[config.mk]
export PLATFORM = sky130hd
export DESIGN_NAME = thread_special_registers
export DESIGN_NICKNAME = d
export VERILOG_FILES = /design/src/thread_regs_pkg.sv /design/src/timestamp_counter.sv /design/src/pause_countdown.sv /design/src/thread_special_registers.sv
export SDC_FILE = /design/constraint.sdc
export NUM_CORES = 1
export LEC_CHECK = 0
export ABC_AREA = 1
export BUFFER_PORTS_ARGS = -buffer_cell sky130_fd_sc_hd__buf_2
export CAP_MARGIN = 10
export CORE_ASPECT_RATIO = 0.75
export CORE_MARGIN = 2
export CORE_UTILIZATION = 50
export CTS_CLUSTER_SIZE = 16
export DETAILED_ROUTE_END_ITERATION = 7
export PLACE_DENSITY = 0.74
export SLEW_MARGIN = 10
export SYNTH_ARGS = -nofsm -noshare
export SYNTH_HDL_FRONTEND = slang
export SYNTH_HIERARCHICAL = 1
export SYNTH_SLANG_ARGS = --single-unit
[constraint.sdc]
create_clock -name clk -period 6.2 [get_ports clk]
set_clock_uncertainty 0.15 [all_clocks]
set_input_delay 0.31 -clock clk [delete_from_list [all_inputs] [get_ports clk]]
set_output_delay 0.31 -clock clk [all_outputs]
set_load 0.01 [all_outputs]
[src/thread_regs_pkg.sv]
// Package of constants and carrier types for the per-thread special registers
package thread_regs_pkg;

    // ************************************************************
    // Register space encodings
    // ************************************************************
    localparam logic [3:0] TYPE_NOTIFY  = 4'h9;  // Notification register group
    localparam logic [3:0] TYPE_IP      = 4'hA;  // Instruction pointer group
    localparam logic [3:0] TYPE_PERF    = 4'hC;  // Timestamp, counter, pause group
    localparam logic [3:0] NUM_HOST     = 4'h1;  // Host notification register number
    localparam logic [3:0] NUM_ZERO     = 4'h0;
    localparam logic [4:0] SUB_DW0      = 5'h00;
    localparam logic [4:0] SUB_DW1      = 5'h04;
    localparam logic [4:0] SUB_DW2      = 5'h08;
    localparam logic [4:0] SUB_DW3      = 5'h0C;
    localparam logic [4:0] SUB_DW4      = 5'h10;

    // ************************************************************
    // Field layouts and reset values
    // ************************************************************
    localparam int         IP_LOW_BITS  = 3;       // Pointer lives in bits 31:3
    localparam int         PAUSE_LSB    = 5;       // Count field bits 9:5
    localparam int         PAUSE_WIDTH  = 5;
    localparam logic [31:0] HOST_RESET  = 32'h0000_0000;
    localparam logic [31:0] IP_RESET    = 32'h0000_0000;
    localparam logic [31:0] PERF_RESET  = 32'h0000_0000;
    localparam logic [63:0] TS_RESET    = 64'h0000_0000_0000_0000;

    // ************************************************************
    // Timing counts
    // ************************************************************
    localparam int         PAUSE_STEP_CLOCKS = 32;  // One count-field step per 32 clocks
    localparam int         PRESCALE_BITS     = 5;

    // ************************************************************
    // Carrier types
    // ************************************************************
    typedef struct packed {
        logic [3:0] reg_type;
        logic [3:0] reg_num;
        logic [4:0] sub_num;
    } arf_addr_type;

    typedef struct packed {
        logic        discontinuity;
        logic [31:0] upper_half;
        logic [31:0] lower_half;
    } ts_snapshot_type;

endpackage

[src/timestamp_counter.sv]
// Free-running 64-bit timestamp counter advanced by a synchronised tick pin
`timescale 1ns/1ps
module timestamp_counter
    import thread_regs_pkg::*;
#(
    parameter int WIDTH = 64
)
(
    input  wire logic             clk,
    input  wire logic             rst,
    input  wire logic             tick_pin,
    output logic [WIDTH-1:0]      count
);

    // ************************************************************
    // Tick synchroniser
    // ************************************************************
    logic tick_meta_reg;
    logic tick_sync_reg;
    logic tick_last_reg;

    // Two stages before use; the second stage and a third delayed copy form a rising-edge detect
    always_ff @(posedge clk)
    begin
        if (rst)
        begin
            tick_meta_reg <= 1'b0;
            tick_sync_reg <= 1'b0;
            tick_last_reg <= 1'b0;
        end
        else
        begin
            tick_meta_reg <= tick_pin;
            tick_sync_reg <= tick_meta_reg;
            tick_last_reg <= tick_sync_reg;
        end
    end

    // ************************************************************
    // Counter
    // ************************************************************
    // No load path at all: nothing but reset can move the count back
    always_ff @(posedge clk)
    begin
        if (rst)
            count <= WIDTH'(TS_RESET);
        else if (tick_sync_reg && !tick_last_reg)
            count <= count + WIDTH'(1);
    end

endmodule

[src/pause_countdown.sv]
// Self-pause countdown with a free-running 32-clock step prescaler
`timescale 1ns/1ps
module pause_countdown
    import thread_regs_pkg::*;
#(
    parameter int FIELD_WIDTH = PAUSE_WIDTH
)
(
    input  wire logic                   clk,
    input  wire logic                   rst,
    input  wire logic                   load_en,
    input  wire logic [FIELD_WIDTH-1:0] load_field,
    input  wire logic                   retire,
    input  wire logic                   clear,
    output logic [FIELD_WIDTH-1:0]      field,
    output logic                        busy
);

    // ************************************************************
    // Prescaler
    // ************************************************************
    logic [PRESCALE_BITS-1:0] prescale_reg;
    logic                     armed_reg;
    logic                     step;

    // Free-running, so the first step lands 1 to 32 clocks after retire
    always_ff @(posedge clk)
    begin
        if (rst)
            prescale_reg <= '0;
        else
            prescale_reg <= prescale_reg + PRESCALE_BITS'(1);
    end

    assign step = (prescale_reg == PRESCALE_BITS'(PAUSE_STEP_CLOCKS - 1));

    // ************************************************************
    // Count field
    // ************************************************************
    // Clear beats load; countdown only while armed and nonzero
    always_ff @(posedge clk)
    begin
        if (rst || clear)
            field <= '0;
        else if (load_en)
            field <= load_field;
        else if (armed_reg && step && field != '0)
            field <= field - FIELD_WIDTH'(1);
    end

    // Armed by the retirement of the writing instruction, not its issue
    always_ff @(posedge clk)
    begin
        if (rst || clear || load_en)
            armed_reg <= 1'b0;
        else if (retire)
            armed_reg <= 1'b1;
        else if (field == '0)
            armed_reg <= 1'b0;
    end

    assign busy = (field != '0);

endmodule

[src/thread_special_registers.sv]
// Per-thread special register file: notify, pointer, timestamp, counter, pause
`timescale 1ns/1ps
module thread_special_registers
    import thread_regs_pkg::*;
#(
    parameter int TS_WIDTH   = 64,
    parameter int PERF_WIDTH = 32
)
(
    input  wire logic                    clk,
    input  wire logic                    rst,
    // Register read port from the issue pipeline
    input  wire logic                    rd_en,
    input  wire thread_regs_pkg::arf_addr_type rd_addr,
    output logic                         rd_valid,
    output logic [31:0]                  rd_data,
    output thread_regs_pkg::ts_snapshot_type ts_snapshot,
    // Register write port from the execution pipeline
    input  wire logic                    wr_en,
    input  wire thread_regs_pkg::arf_addr_type wr_addr,
    input  wire logic [31:0]             wr_data,
    input  wire logic                    pause_write_retire,
    // Instruction pointer tracking
    input  wire logic                    ip_update_en,
    input  wire logic [31:0]             ip_update_val,
    input  wire logic [31:0]             dispatch_ip,
    output logic                         redirect_valid,
    output logic [31:0]                  redirect_addr,
    // Thread and context events
    input  wire logic                    thread_load,
    input  wire logic                    sip_invoke,
    input  wire logic                    ctx_save_begin,
    input  wire logic                    ctx_restore_begin,
    input  wire logic                    ctx_save_active,
    input  wire logic                    ctx_restore_active,
    input  wire logic                    time_event,
    // Host notification
    input  wire logic                    host_notify_set,
    input  wire logic                    host_notify_consume,
    // Timestamp tick pin and performance event
    input  wire logic                    ts_tick_pin,
    input  wire logic                    perf_event,
    // Issue gate
    output logic                         issue_block
);

    // ************************************************************
    // Address decode
    // ************************************************************
    logic rd_host;
    logic rd_ip;
    logic rd_perf;
    logic rd_ts;
    logic wr_host;
    logic wr_ip;
    logic wr_pause;

    // Read decode per register
    always_comb
    begin
        rd_host = rd_en && rd_addr.reg_type == TYPE_NOTIFY
                  && rd_addr.reg_num == NUM_HOST && rd_addr.sub_num == SUB_DW0;
        rd_ip   = rd_en && rd_addr.reg_type == TYPE_IP
                  && rd_addr.reg_num == NUM_ZERO && rd_addr.sub_num == SUB_DW0;
        rd_perf = rd_en && rd_addr.reg_type == TYPE_PERF
                  && rd_addr.reg_num == NUM_ZERO;
        rd_ts   = rd_perf && (rd_addr.sub_num == SUB_DW0
                  || rd_addr.sub_num == SUB_DW1 || rd_addr.sub_num == SUB_DW2);
    end

    // Write decode; the timestamp and counter dwords have no write decode
    always_comb
    begin
        wr_host  = wr_en && ctx_restore_active && wr_addr.reg_type == TYPE_NOTIFY
                   && wr_addr.reg_num == NUM_HOST && wr_addr.sub_num == SUB_DW0;
        wr_ip    = wr_en && wr_addr.reg_type == TYPE_IP
                   && wr_addr.reg_num == NUM_ZERO && wr_addr.sub_num == SUB_DW0;
        // Restore traffic must not reload a pause
        wr_pause = wr_en && !ctx_restore_active && wr_addr.reg_type == TYPE_PERF
                   && wr_addr.reg_num == NUM_ZERO && wr_addr.sub_num == SUB_DW4;
    end

    // ************************************************************
    // Host notification flag
    // ************************************************************
    logic host_flag_reg;

    // Host set wins over a same-cycle consume
    always_ff @(posedge clk)
    begin
        if (rst)
            host_flag_reg <= HOST_RESET[0];
        else if (host_notify_set)
            host_flag_reg <= 1'b1;
        else if (wr_host)
            host_flag_reg <= wr_data[0];
        else if (host_notify_consume)
            host_flag_reg <= 1'b0;
    end

    // ************************************************************
    // Instruction pointer
    // ************************************************************
    logic [31:IP_LOW_BITS] ip_reg;
    logic [31:IP_LOW_BITS] ip_next;

    // Dispatch first, then software redirect, then normal advance
    always_comb
    begin
        ip_next = ip_reg;
        if (thread_load)
            ip_next = dispatch_ip[31:IP_LOW_BITS];
        else if (wr_ip)
            ip_next = wr_data[31:IP_LOW_BITS];
        else if (ip_update_en)
            ip_next = ip_update_val[31:IP_LOW_BITS];
    end

    always_ff @(posedge clk)
    begin
        if (rst)
            ip_reg <= IP_RESET[31:IP_LOW_BITS];
        else
            ip_reg <= ip_next;
    end

    // Redirect pulse; the fetch side relies on a thread switch after it
    always_ff @(posedge clk)
    begin
        if (rst)
        begin
            redirect_valid <= 1'b0;
            redirect_addr  <= 32'h0000_0000;
        end
        else
        begin
            redirect_valid <= wr_ip && !thread_load;
            redirect_addr  <= {wr_data[31:IP_LOW_BITS], IP_LOW_BITS'(0)};
        end
    end

    // ************************************************************
    // Timestamp and discontinuity flag
    // ************************************************************
    logic [TS_WIDTH-1:0] ts_count;
    logic                ts_flag_reg;

    timestamp_counter #(
        .WIDTH    (TS_WIDTH)
    ) u_timestamp (
        .clk      (clk),
        .rst      (rst),
        .tick_pin (ts_tick_pin),
        .count    (ts_count)
    );

    // Events and restore win over a same-cycle read or load clear
    always_ff @(posedge clk)
    begin
        if (rst)
            ts_flag_reg <= 1'b0;
        else if (time_event || ctx_restore_begin)
            ts_flag_reg <= 1'b1;
        else if (thread_load || rd_ts)
            ts_flag_reg <= 1'b0;
    end

    // Coherent capture of time and flag on any timestamp read
    always_ff @(posedge clk)
    begin
        if (rst)
            ts_snapshot <= '0;
        else if (rd_ts)
        begin
            ts_snapshot.discontinuity <= ts_flag_reg;
            ts_snapshot.upper_half    <= ts_count[63:32];
            ts_snapshot.lower_half    <= ts_count[31:0];
        end
    end

    // ************************************************************
    // Performance event counter
    // ************************************************************
    logic [PERF_WIDTH-1:0] perf_count_reg;

    // Deliberately blind to load, switch and write: only reset touches it
    always_ff @(posedge clk)
    begin
        if (rst)
            perf_count_reg <= PERF_WIDTH'(PERF_RESET);
        else if (perf_event)
            perf_count_reg <= perf_count_reg + PERF_WIDTH'(1);
    end

    // ************************************************************
    // Pause register
    // ************************************************************
    logic [PAUSE_WIDTH-1:0] pause_field;
    logic                   pause_busy;
    logic                   pause_clear;

    assign pause_clear = thread_load || sip_invoke
                         || ctx_save_begin || ctx_restore_begin;

    pause_countdown #(
        .FIELD_WIDTH (PAUSE_WIDTH)
    ) u_pause (
        .clk         (clk),
        .rst         (rst),
        .load_en     (wr_pause),
        .load_field  (wr_data[PAUSE_LSB +: PAUSE_WIDTH]),
        .retire      (pause_write_retire),
        .clear       (pause_clear),
        .field       (pause_field),
        .busy        (pause_busy)
    );

    // Gates only new issue; in-flight work and messages drain untouched
    assign issue_block = pause_busy;

    // ************************************************************
    // Read data path
    // ************************************************************
    logic [31:0] rd_mux;

    // Unmapped and reserved encodings return zero
    always_comb
    begin
        rd_mux = 32'h0000_0000;
        if (rd_host)
            rd_mux = {31'h0000_0000, host_flag_reg};
        else if (rd_ip)
            rd_mux = {ip_reg, IP_LOW_BITS'(0)};
        else if (rd_perf)
        begin
            case (rd_addr.sub_num)
                SUB_DW0: rd_mux = ts_count[31:0];
                SUB_DW1: rd_mux = ts_count[63:32];
                SUB_DW2: rd_mux = {31'h0000_0000, ts_flag_reg};
                SUB_DW3: rd_mux = perf_count_reg;
                // Save sees zero so the pause never lands in saved state
                SUB_DW4: rd_mux = ctx_save_active ? 32'h0000_0000
                                  : {22'h00_0000, pause_field, 5'h00};
                default: rd_mux = 32'h0000_0000;
            endcase
        end
    end

    // Fixed one-cycle latency for every read
    always_ff @(posedge clk)
    begin
        if (rst)
        begin
            rd_valid <= 1'b0;
            rd_data  <= 32'h0000_0000;
        end
        else
        begin
            rd_valid <= rd_en;
            rd_data  <= rd_mux;
        end
    end

endmodule

==> results of run 1 <==
==> cell type report <==
type                       count  area, um^2
clock buffer                  38       819.5
multi-input combinational   1455        6845
fill                        2481       10010
inverter                     220       825.8
sequential                   269        5385
clock inverter                15       181.4
timing repair buffer         356        2237
tap                          351       439.2
==> timing repair <==
action	4_1_cts	5_1_grt
hold buffers	85	0
resized for setup	0	0
hold endpoints to repair	69	0
==> metrics by stage <==
| step | hold slack, ns | worst slack [ns] |
|---|---|---|
| 3_3_place_gp | 0.2548 | 2.859 |
| 2_1_floorplan | 0.2267 | 3.873 |
| 4_1_cts | 0.00008193 | 2.770 |
| 3_5_place_dp | 0.2558 | 2.757 |
| 6_report | 0.008591 | 2.506 |
| 5_1_grt | 0.01962 | 2.268 |
==> power by group <==
group          leakage (uW)  switching, uW  total [uW]  internal (uW)
clock              0.000500            733        1830           1090
sequential          0.00218           15.2        1770           1760
combinational       0.00484            150         270            121
total               0.00753            898        3870           2970
==> layer usage <==
layer  share of wire, %  track usage [%]
met5                  0                0
met2                 41            47.75
met3                9.9            5.336
met1                 46            48.36
met4                2.6            7.901
==> final timing paths <==
kind | start | endpoint | slack [ns] | depth (start not counted)
setup / recovery | wr_addr[6] | ip_reg[19] | 2.51 | 8
setup reg to reg | u_timestamp/count[36] | u_timestamp/count[38] | 3.84 | 9
hold reg to reg | u_timestamp/tick_meta_reg | u_timestamp/tick_sync_reg | 0.27 | 2
hold / removal | dispatch_ip[24] | ip_reg[24] | 0.009 | 4
==> cell usage in the layout (no fill, tap or decap), types with 2 or more instances in the layout <==
master,count
nor2_1,314
nor2_4,12
nand4_1,84
clkbuf_16,29
o21a_1,2
nand3b_1,2
clkbuf_1,3
a21oi_1,154
dfxtp_1,269
bufinv_16,4
nand2_1,480
nand2_4,3
o21ai_0,121
clkinv_1,2
clkbuf_8,6
nor2_2,22
a31oi_1,2
a21boi_1,7
nand2_2,8
xor2_1,6
buf_2,259
nor3_2,3
nor2_8,2
nor3_4,2
nor3_1,29
buf_4,12
nand3_2,3
xnor2_1,2
inv_2,7
o21ai_1,17
inv_1,211
ha_1,5
o211ai_1,7
nand3_1,130
dlygate4sd3_1,85
clkinv_2,9
conb_1,3
o21bai_1,2
a21boi_0,22
==> synthesized netlist by cell type, drive strengths merged <==
cell type,instances
nand3b,3
clkinv,2
a211oi,1
conb,1
nand3,134
a21boi,29
ha,5
nor2,350
o211ai,7
a21oi,155
o21a,2
dfxtp,269
nor3b,1
nand4,85
o21bai,2
clkbuf,46
nor4,1
or4,1
o22ai,1
a31oi,2
xor2,6
buf,50
xnor2,2
and3,1
nand2,491
inv,218
or2,1
o21ai,138
nor3,34
==> critical path, delay by kind of cell <==
kind            cells  cell delay [ns]
compound gates      2             0.44
simple gates        4             2.58
buf+inv             2             0.69
==> cell families (layout without fill, tap and decap cells) <==
group / Yosys count / in the layout / share of synthesized area, %
AND/OR/NAND/NOR: 1102 / 1102 / 36.21
other: 1 / 3 / 0.02779
XOR/XNOR: 8 / 8 / 0.5193
buffers and inverters: 316 / 629 / 9.513
flip-flops: 269 / 269 / 39.91
adder cells (fa/ha/maj): 5 / 5 / 0.4636
AO/OA/AOI/OAI: 337 / 337 / 13.36
==> flow_metrics.env, run 1 <==
export IMPL_area_delta_synth_final_pct=24.01
export IMPL_instances_no_fill=2704
export IMPL_drt_initial_drc_count=1653
export IMPL_syn_inst=2038
export IMPL_dp_hpwl_um=34060
export IMPL_worstPathMaxFanout=32
export IMPL_drt_pass1_iterations=6
export IMPL_synth_area_um2=13490
export IMPL_fin_util_pct=62.58
export IMPL_top_regs="ts_snapshot (65), u_timestamp/count (64)"
export IMPL_synth_distinct_cells=48
export IMPL_arrival_ns=4.04
export IMPL_crit_chain="buf_2, or2_1, nor2_4, nand3_2, nand2_1, o21ai_0, a21oi_1, dlygate4sd3_1"
export IMPL_cts_tree="yes"
export IMPL_ir_worst_vdd_mv=0.2318
export IMPL_yosys_area_top_type="dfxtp_1"
export IMPL_rsz0062_at_grt="false"
export IMPL_nets=2475
export IMPL_clkLatencyLatePin_ns=0.56
export IMPL_grt_pass1_wl_um=73850
export IMPL_slew_viol_final=0
export IMPL_crit_required_ns=6.54
export IMPL_outcome="completed"
export IMPL_placed_cells=2566
export IMPL_clock_fmax_ghz=0.2707
export IMPL_avgSynthCellArea_um2=6.621
export IMPL_wl_um=47020
export IMPL_drive_gt1_share_pct=16.49
export IMPL_numPortBuffers=259
export IMPL_vias=14914
export IMPL_largest_register_ffs=65
export IMPL_dpl_cell_area_um2=14880
export IMPL_antenna_found_initial=0
export IMPL_io_pins=271
export IMPL_row_count=52
export IMPL_p_per_area_nw_per_um2=231.3
export IMPL_setup_viol=0
export IMPL_min_period_over_period_pct=59.59
export IMPL_setup_tns_final_ns=0
export IMPL_yosysWarnings=6
export IMPL_min_path_type="in -> reg"
export IMPL_grt_max_degree=76
export IMPL_slowest_delay_ns=0.98
export IMPL_largest_register="ts_snapshot"
export IMPL_min_period_ns=3.694
export IMPL_design_area_um2=16730
export IMPL_power_uw=3871
export IMPL_gp_congestion=0.9498
export IMPL_drt_drc_violations_left=0
export IMPL_overflow=0
export IMPL_cts_inserted_buffers=29
export IMPL_synth_top_cell_area_share_pct=39.91
export IMPL_die_w_um=193.7
export IMPL_clkTransAtPathRegs_ns=0.06
export IMPL_cts_setup_buffers=0
export IMPL_clock_path_buffers=3
export IMPL_clock_sinks=269
export IMPL_die_area_um2=28330
export IMPL_initial_utilization_pct=50.46
export IMPL_p_leak_uw=0.007528
export IMPL_synthTopCellsByArea="dfxtp_1 (40%), nand2_1 (13%), nor2_1 (8.8%), inv_1 (5.9%), a21oi_1 (5.7%)"
export IMPL_drv_cap=0
export IMPL_die_y_um=146.3
export IMPL_grt_use_total_pct=32.16
export IMPL_ys_ff_latch=269
export IMPL_critPathLaunchType="input pin"
export IMPL_worst_slew_pin_slew_ns=1.161
export IMPL_core_area_um2=26740
export IMPL_via_per_inst=5.516
export IMPL_cp_end_kind="flip-flop"
export IMPL_cts_max_level=1
export IMPL_crit_type="in -> reg"
export IMPL_antennaDiodeCount=0
export IMPL_finalHoldViolCount=0
export IMPL_clockRootBuffer="clkbuf_16"
export IMPL_crit_path_top_delay_cell="nand2_1"
export IMPL_grt_pass1_vias=13612
export IMPL_max_slew_margin_pct=22.41
export IMPL_wl_per_cell_um=17.39
export IMPL_ant_nets=0
export IMPL_seq_area_frac_synth_pct=39.91
Power figures use the tool's default switching activity.
==> run 2, diff against run 1 <==
--- a/config.mk
+++ b/config.mk
@@ -5,15 +5,15 @@
 export SDC_FILE = /design/constraint.sdc
 export NUM_CORES = 1
 export LEC_CHECK = 0
-export ABC_AREA = 1
+export ABC_AREA = 0
 export BUFFER_PORTS_ARGS = -buffer_cell sky130_fd_sc_hd__buf_2
 export CAP_MARGIN = 10
 export CORE_ASPECT_RATIO = 0.75
 export CORE_MARGIN = 2
-export CORE_UTILIZATION = 50
+export CORE_UTILIZATION = 49
 export CTS_CLUSTER_SIZE = 16
 export DETAILED_ROUTE_END_ITERATION = 7
-export PLACE_DENSITY = 0.74
+export PLACE_DENSITY = 0.76
 export SLEW_MARGIN = 10
 export SYNTH_ARGS = -nofsm -noshare
 export SYNTH_HDL_FRONTEND = slang
==> constraint.sdc (replaced) <==
create_clock -name clk -period 3.1 [get_ports clk]
set_clock_uncertainty 0.15 [all_clocks]
set_input_delay 0.155 -clock clk [delete_from_list [all_inputs] [get_ports clk]]
set_output_delay 0.155 -clock clk [all_outputs]
set_load 0.01 [all_outputs]
==> flow_metrics.env, run 2 <==
export IMPL_clockRootBuffer="clkbuf_16"
export IMPL_min_path_type="in -> reg"
export IMPL_yosys_area_top_type="dfxtp_1"
export IMPL_ant_nets=0
export IMPL_nets=1915
export IMPL_seq_area_frac_synth_pct=44.49
export IMPL_crit_required_ns=3.44
export IMPL_largest_register="ts_snapshot"
export IMPL_p_per_area_nw_per_um2=470.3
export IMPL_finalHoldViolCount=0
export IMPL_grt_max_degree=181
export IMPL_final_cell_mix="dfxtp_1 (269), buf_2 (258), dlygate4sd3_1 (139)"
export IMPL_cts_inserted_buffers=27
export IMPL_crit_type="in -> reg"
export IMPL_top_regs="ts_snapshot (65), u_timestamp/count (64)"
export IMPL_p_leak_uw=0.006251
export IMPL_synth_distinct_cells=58
export IMPL_dp_hpwl_um=25850
export IMPL_drt_initial_drc_count=1323
export IMPL_slowest_delay_ns=0.73
export IMPL_clock_sinks=269
export IMPL_setup_tns_final_ns=0
export IMPL_grtUsageMet1_pct=40.73
export IMPL_critPathTopFamily="simple AND/OR/NAND/NOR gates"
export IMPL_setup_viol=0
export IMPL_crit_path_top_delay_cell="or3_2"
export IMPL_row_count=49
export IMPL_rsz0062_at_grt="false"
export IMPL_synthTopCellsByArea="dfxtp_1 (44%), nand3_1 (4.9%), a21oi_1 (4.8%), o21ai_0 (4.8%), mux2i_1 (4.7%)"
export IMPL_ys_ff_latch=269
export IMPL_drt_pass1_iterations=5
export IMPL_synth_most_common_cell="dfxtp_1"
export IMPL_worst_slew_pin_slew_ns=1.081
export IMPL_via_per_inst=5.843
export IMPL_overflow=0
export IMPL_yosysWarnings=6
export IMPL_grt_busiest_layer="met2"
export IMPL_grtUsageMet2_pct=47.45
export IMPL_fin_util_pct=66.55
export IMPL_crit_chain="dlygate4sd3_1, buf_2, or4b_1, or3_2, nor2_8, o2bb2ai_1, dlygate4sd3_1"
export IMPL_gp_congestion=0.9456
export IMPL_grt_pass1_vias=11594
export IMPL_wl_um=40120
export IMPL_initial_utilization_pct=50.24
export IMPL_final_common_cell="dfxtp_1"
export IMPL_io_pins=271
export IMPL_cts_resized_gates=0
export IMPL_synth_top_cell_area_share_pct=44.49
export IMPL_vias=12405
export IMPL_clkLatencyLatePin_ns=0.55
export IMPL_critPathLaunchType="input pin"
export IMPL_wl_per_cell_um=18.90
export IMPL_synth_common_cells="dfxtp_1 (269), nor2_1 (128), nand3_1 (118)"
export IMPL_min_period_ns=2.994
export IMPL_clock_path_buffers=3
export IMPL_core_area_um2=24090
export IMPL_arrival_ns=3.33
export IMPL_avgSynthCellArea_um2=8.603
export IMPL_drv_cap=0
export IMPL_worstPathMaxFanout=25
export IMPL_synth_edff_count=0
export IMPL_ys_flop_type="dfxtp_1"
export IMPL_numPortBuffers=259
export IMPL_antenna_found_initial=1
export IMPL_slew_viol_final=0
export IMPL_cts_max_level=1
export IMPL_syn_inst=1407
export IMPL_clock_fmax_ghz=0.3340
export IMPL_r2r_slack_ns=0.22
export IMPL_synth_area_um2=12100
export IMPL_ir_worst_vdd_mv=0.3613
export IMPL_die_y_um=140.1
export IMPL_worst_path_buf_inv=3
export IMPL_crit_top_cell="dlygate4sd3_1"
export IMPL_largest_register_ffs=65
export IMPL_outcome="completed"
export IMPL_grt_use_total_pct=29.88
export IMPL_max_slew_margin_pct=27.33
export IMPL_area_delta_synth_final_pct=32.48
export IMPL_min_period_over_period_pct=96.59
export IMPL_async_reset_ff_share_pct=0
export IMPL_drt_drc_violations_left=0
export IMPL_die_w_um=185.5
export IMPL_cts_tree="yes"
export IMPL_clkTransAtPathRegs_ns=0.06
export IMPL_grt_pass1_wl_um=62160
export IMPL_die_area_um2=25990
export IMPL_met3_usage_pct=6.474
export IMPL_cp_end_kind="flip-flop"
export IMPL_drive_gt1_share_pct=20.66
[run 2: changes by cell type after synthesis, sizes merged, moves of 31 or more]
| cell | delta |
|---|---|
| nor2 | -221 |
| nor2b | +48 |
| nand2 | -427 |
| mux2i | +57 |
| nand2b | +31 |
| nand4 | -45 |
| a21oi | -39 |
| inv | -193 |
| or3 | +31 |
[run 2: routing by layer]
metal	wire length [um]	share of wire, %	vias to the layer above
li1	-	-	5811
met1	17090	43	5942
met2	18490	46	554
met3	3266	8.1	98
met4	1271	3.2	0
met5	0	0	-
[run 2: cells by family (layout without fill, tap and decap cells)]
kind of cell / count (synthesis) / count (layout) / synth area share (%)
AOI/OAI and AO/OA: 325 / 325 / 16.24
xor gates and xnor gates: 47 / 47 / 3.401
adders and majority gates: 5 / 5 / 0.5168
buffers and inverters: 127 / 509 / 4.641
DFF: 269 / 269 / 44.49
muxes: 64 / 64 / 5.458
other: 1 / 4 / 0.03098
and+or+nand+nor: 569 / 569 / 25.22
[run 2: path summary, 6_finish.rpt]
| path | start | to | cells past startpoint |
|---|---|---|---|
| setup / recovery | rd_addr[9] | rd_data[0] | 7 |
| hold / removal | rd_addr[10] | rd_data[5] | 4 |
| setup reg to reg | u_timestamp/count[26] | u_timestamp/count[61] | 5 |
| hold reg to reg | u_timestamp/tick_meta_reg | u_timestamp/tick_sync_reg | 1 |
[run 2: power by group]
part / internal, uW / switching [uW]
logic: 297 / 276
clock network: 1960 / 1460
registers: 3520 / 36.2
total: 5770 / 1770
[run 2: cell type report]
cell class / instances / area, um^2
fill: 1902 / 8059
multi-input combinational: 1013 / 6193
sequential: 269 / 5385
timing repair buffer: 435 / 3034
clock buffer: 33 / 738.2
tap: 331 / 414.1
clock inverter: 16 / 173.9
inverter: 25 / 93.84
antenna: 1 / 2.502
[run 2: worst min-delay path, stage by stage]
cell and delay [ns]:
buf_2 0.12, nand2_1 0.07, nor4_2 0.06, a22o_1 0.25
[run 2: timing repair]
action                                  4_1_cts  5_1_grt
hold buffers                                139        0
endpoints found under the setup margin        0        0
hold endpoints to repair                     81        0
buffers inserted                              0        0
[run 2: stage by stage]
stage / total power [uW] / hold WS, ns / area (um^2) / std cells / worst slack (ns)
global placement: 4020 / 0.2159 / 13730 / 1934 / 0.3224
finish: 7542 / 0.01565 / 16040 / 2123 / 0.1058
CTS: 7510 / 0.006605 / 16030 / 2122 / 0.1812
floorplan: 3851 / 0.07169 / 12110 / 1409 / 0.4752
global route: 7748 / 0.02800 / 16030 / 2122 / 0.02175
detailed placement: 4030 / 0.2205 / 13730 / 1934 / 0.2714
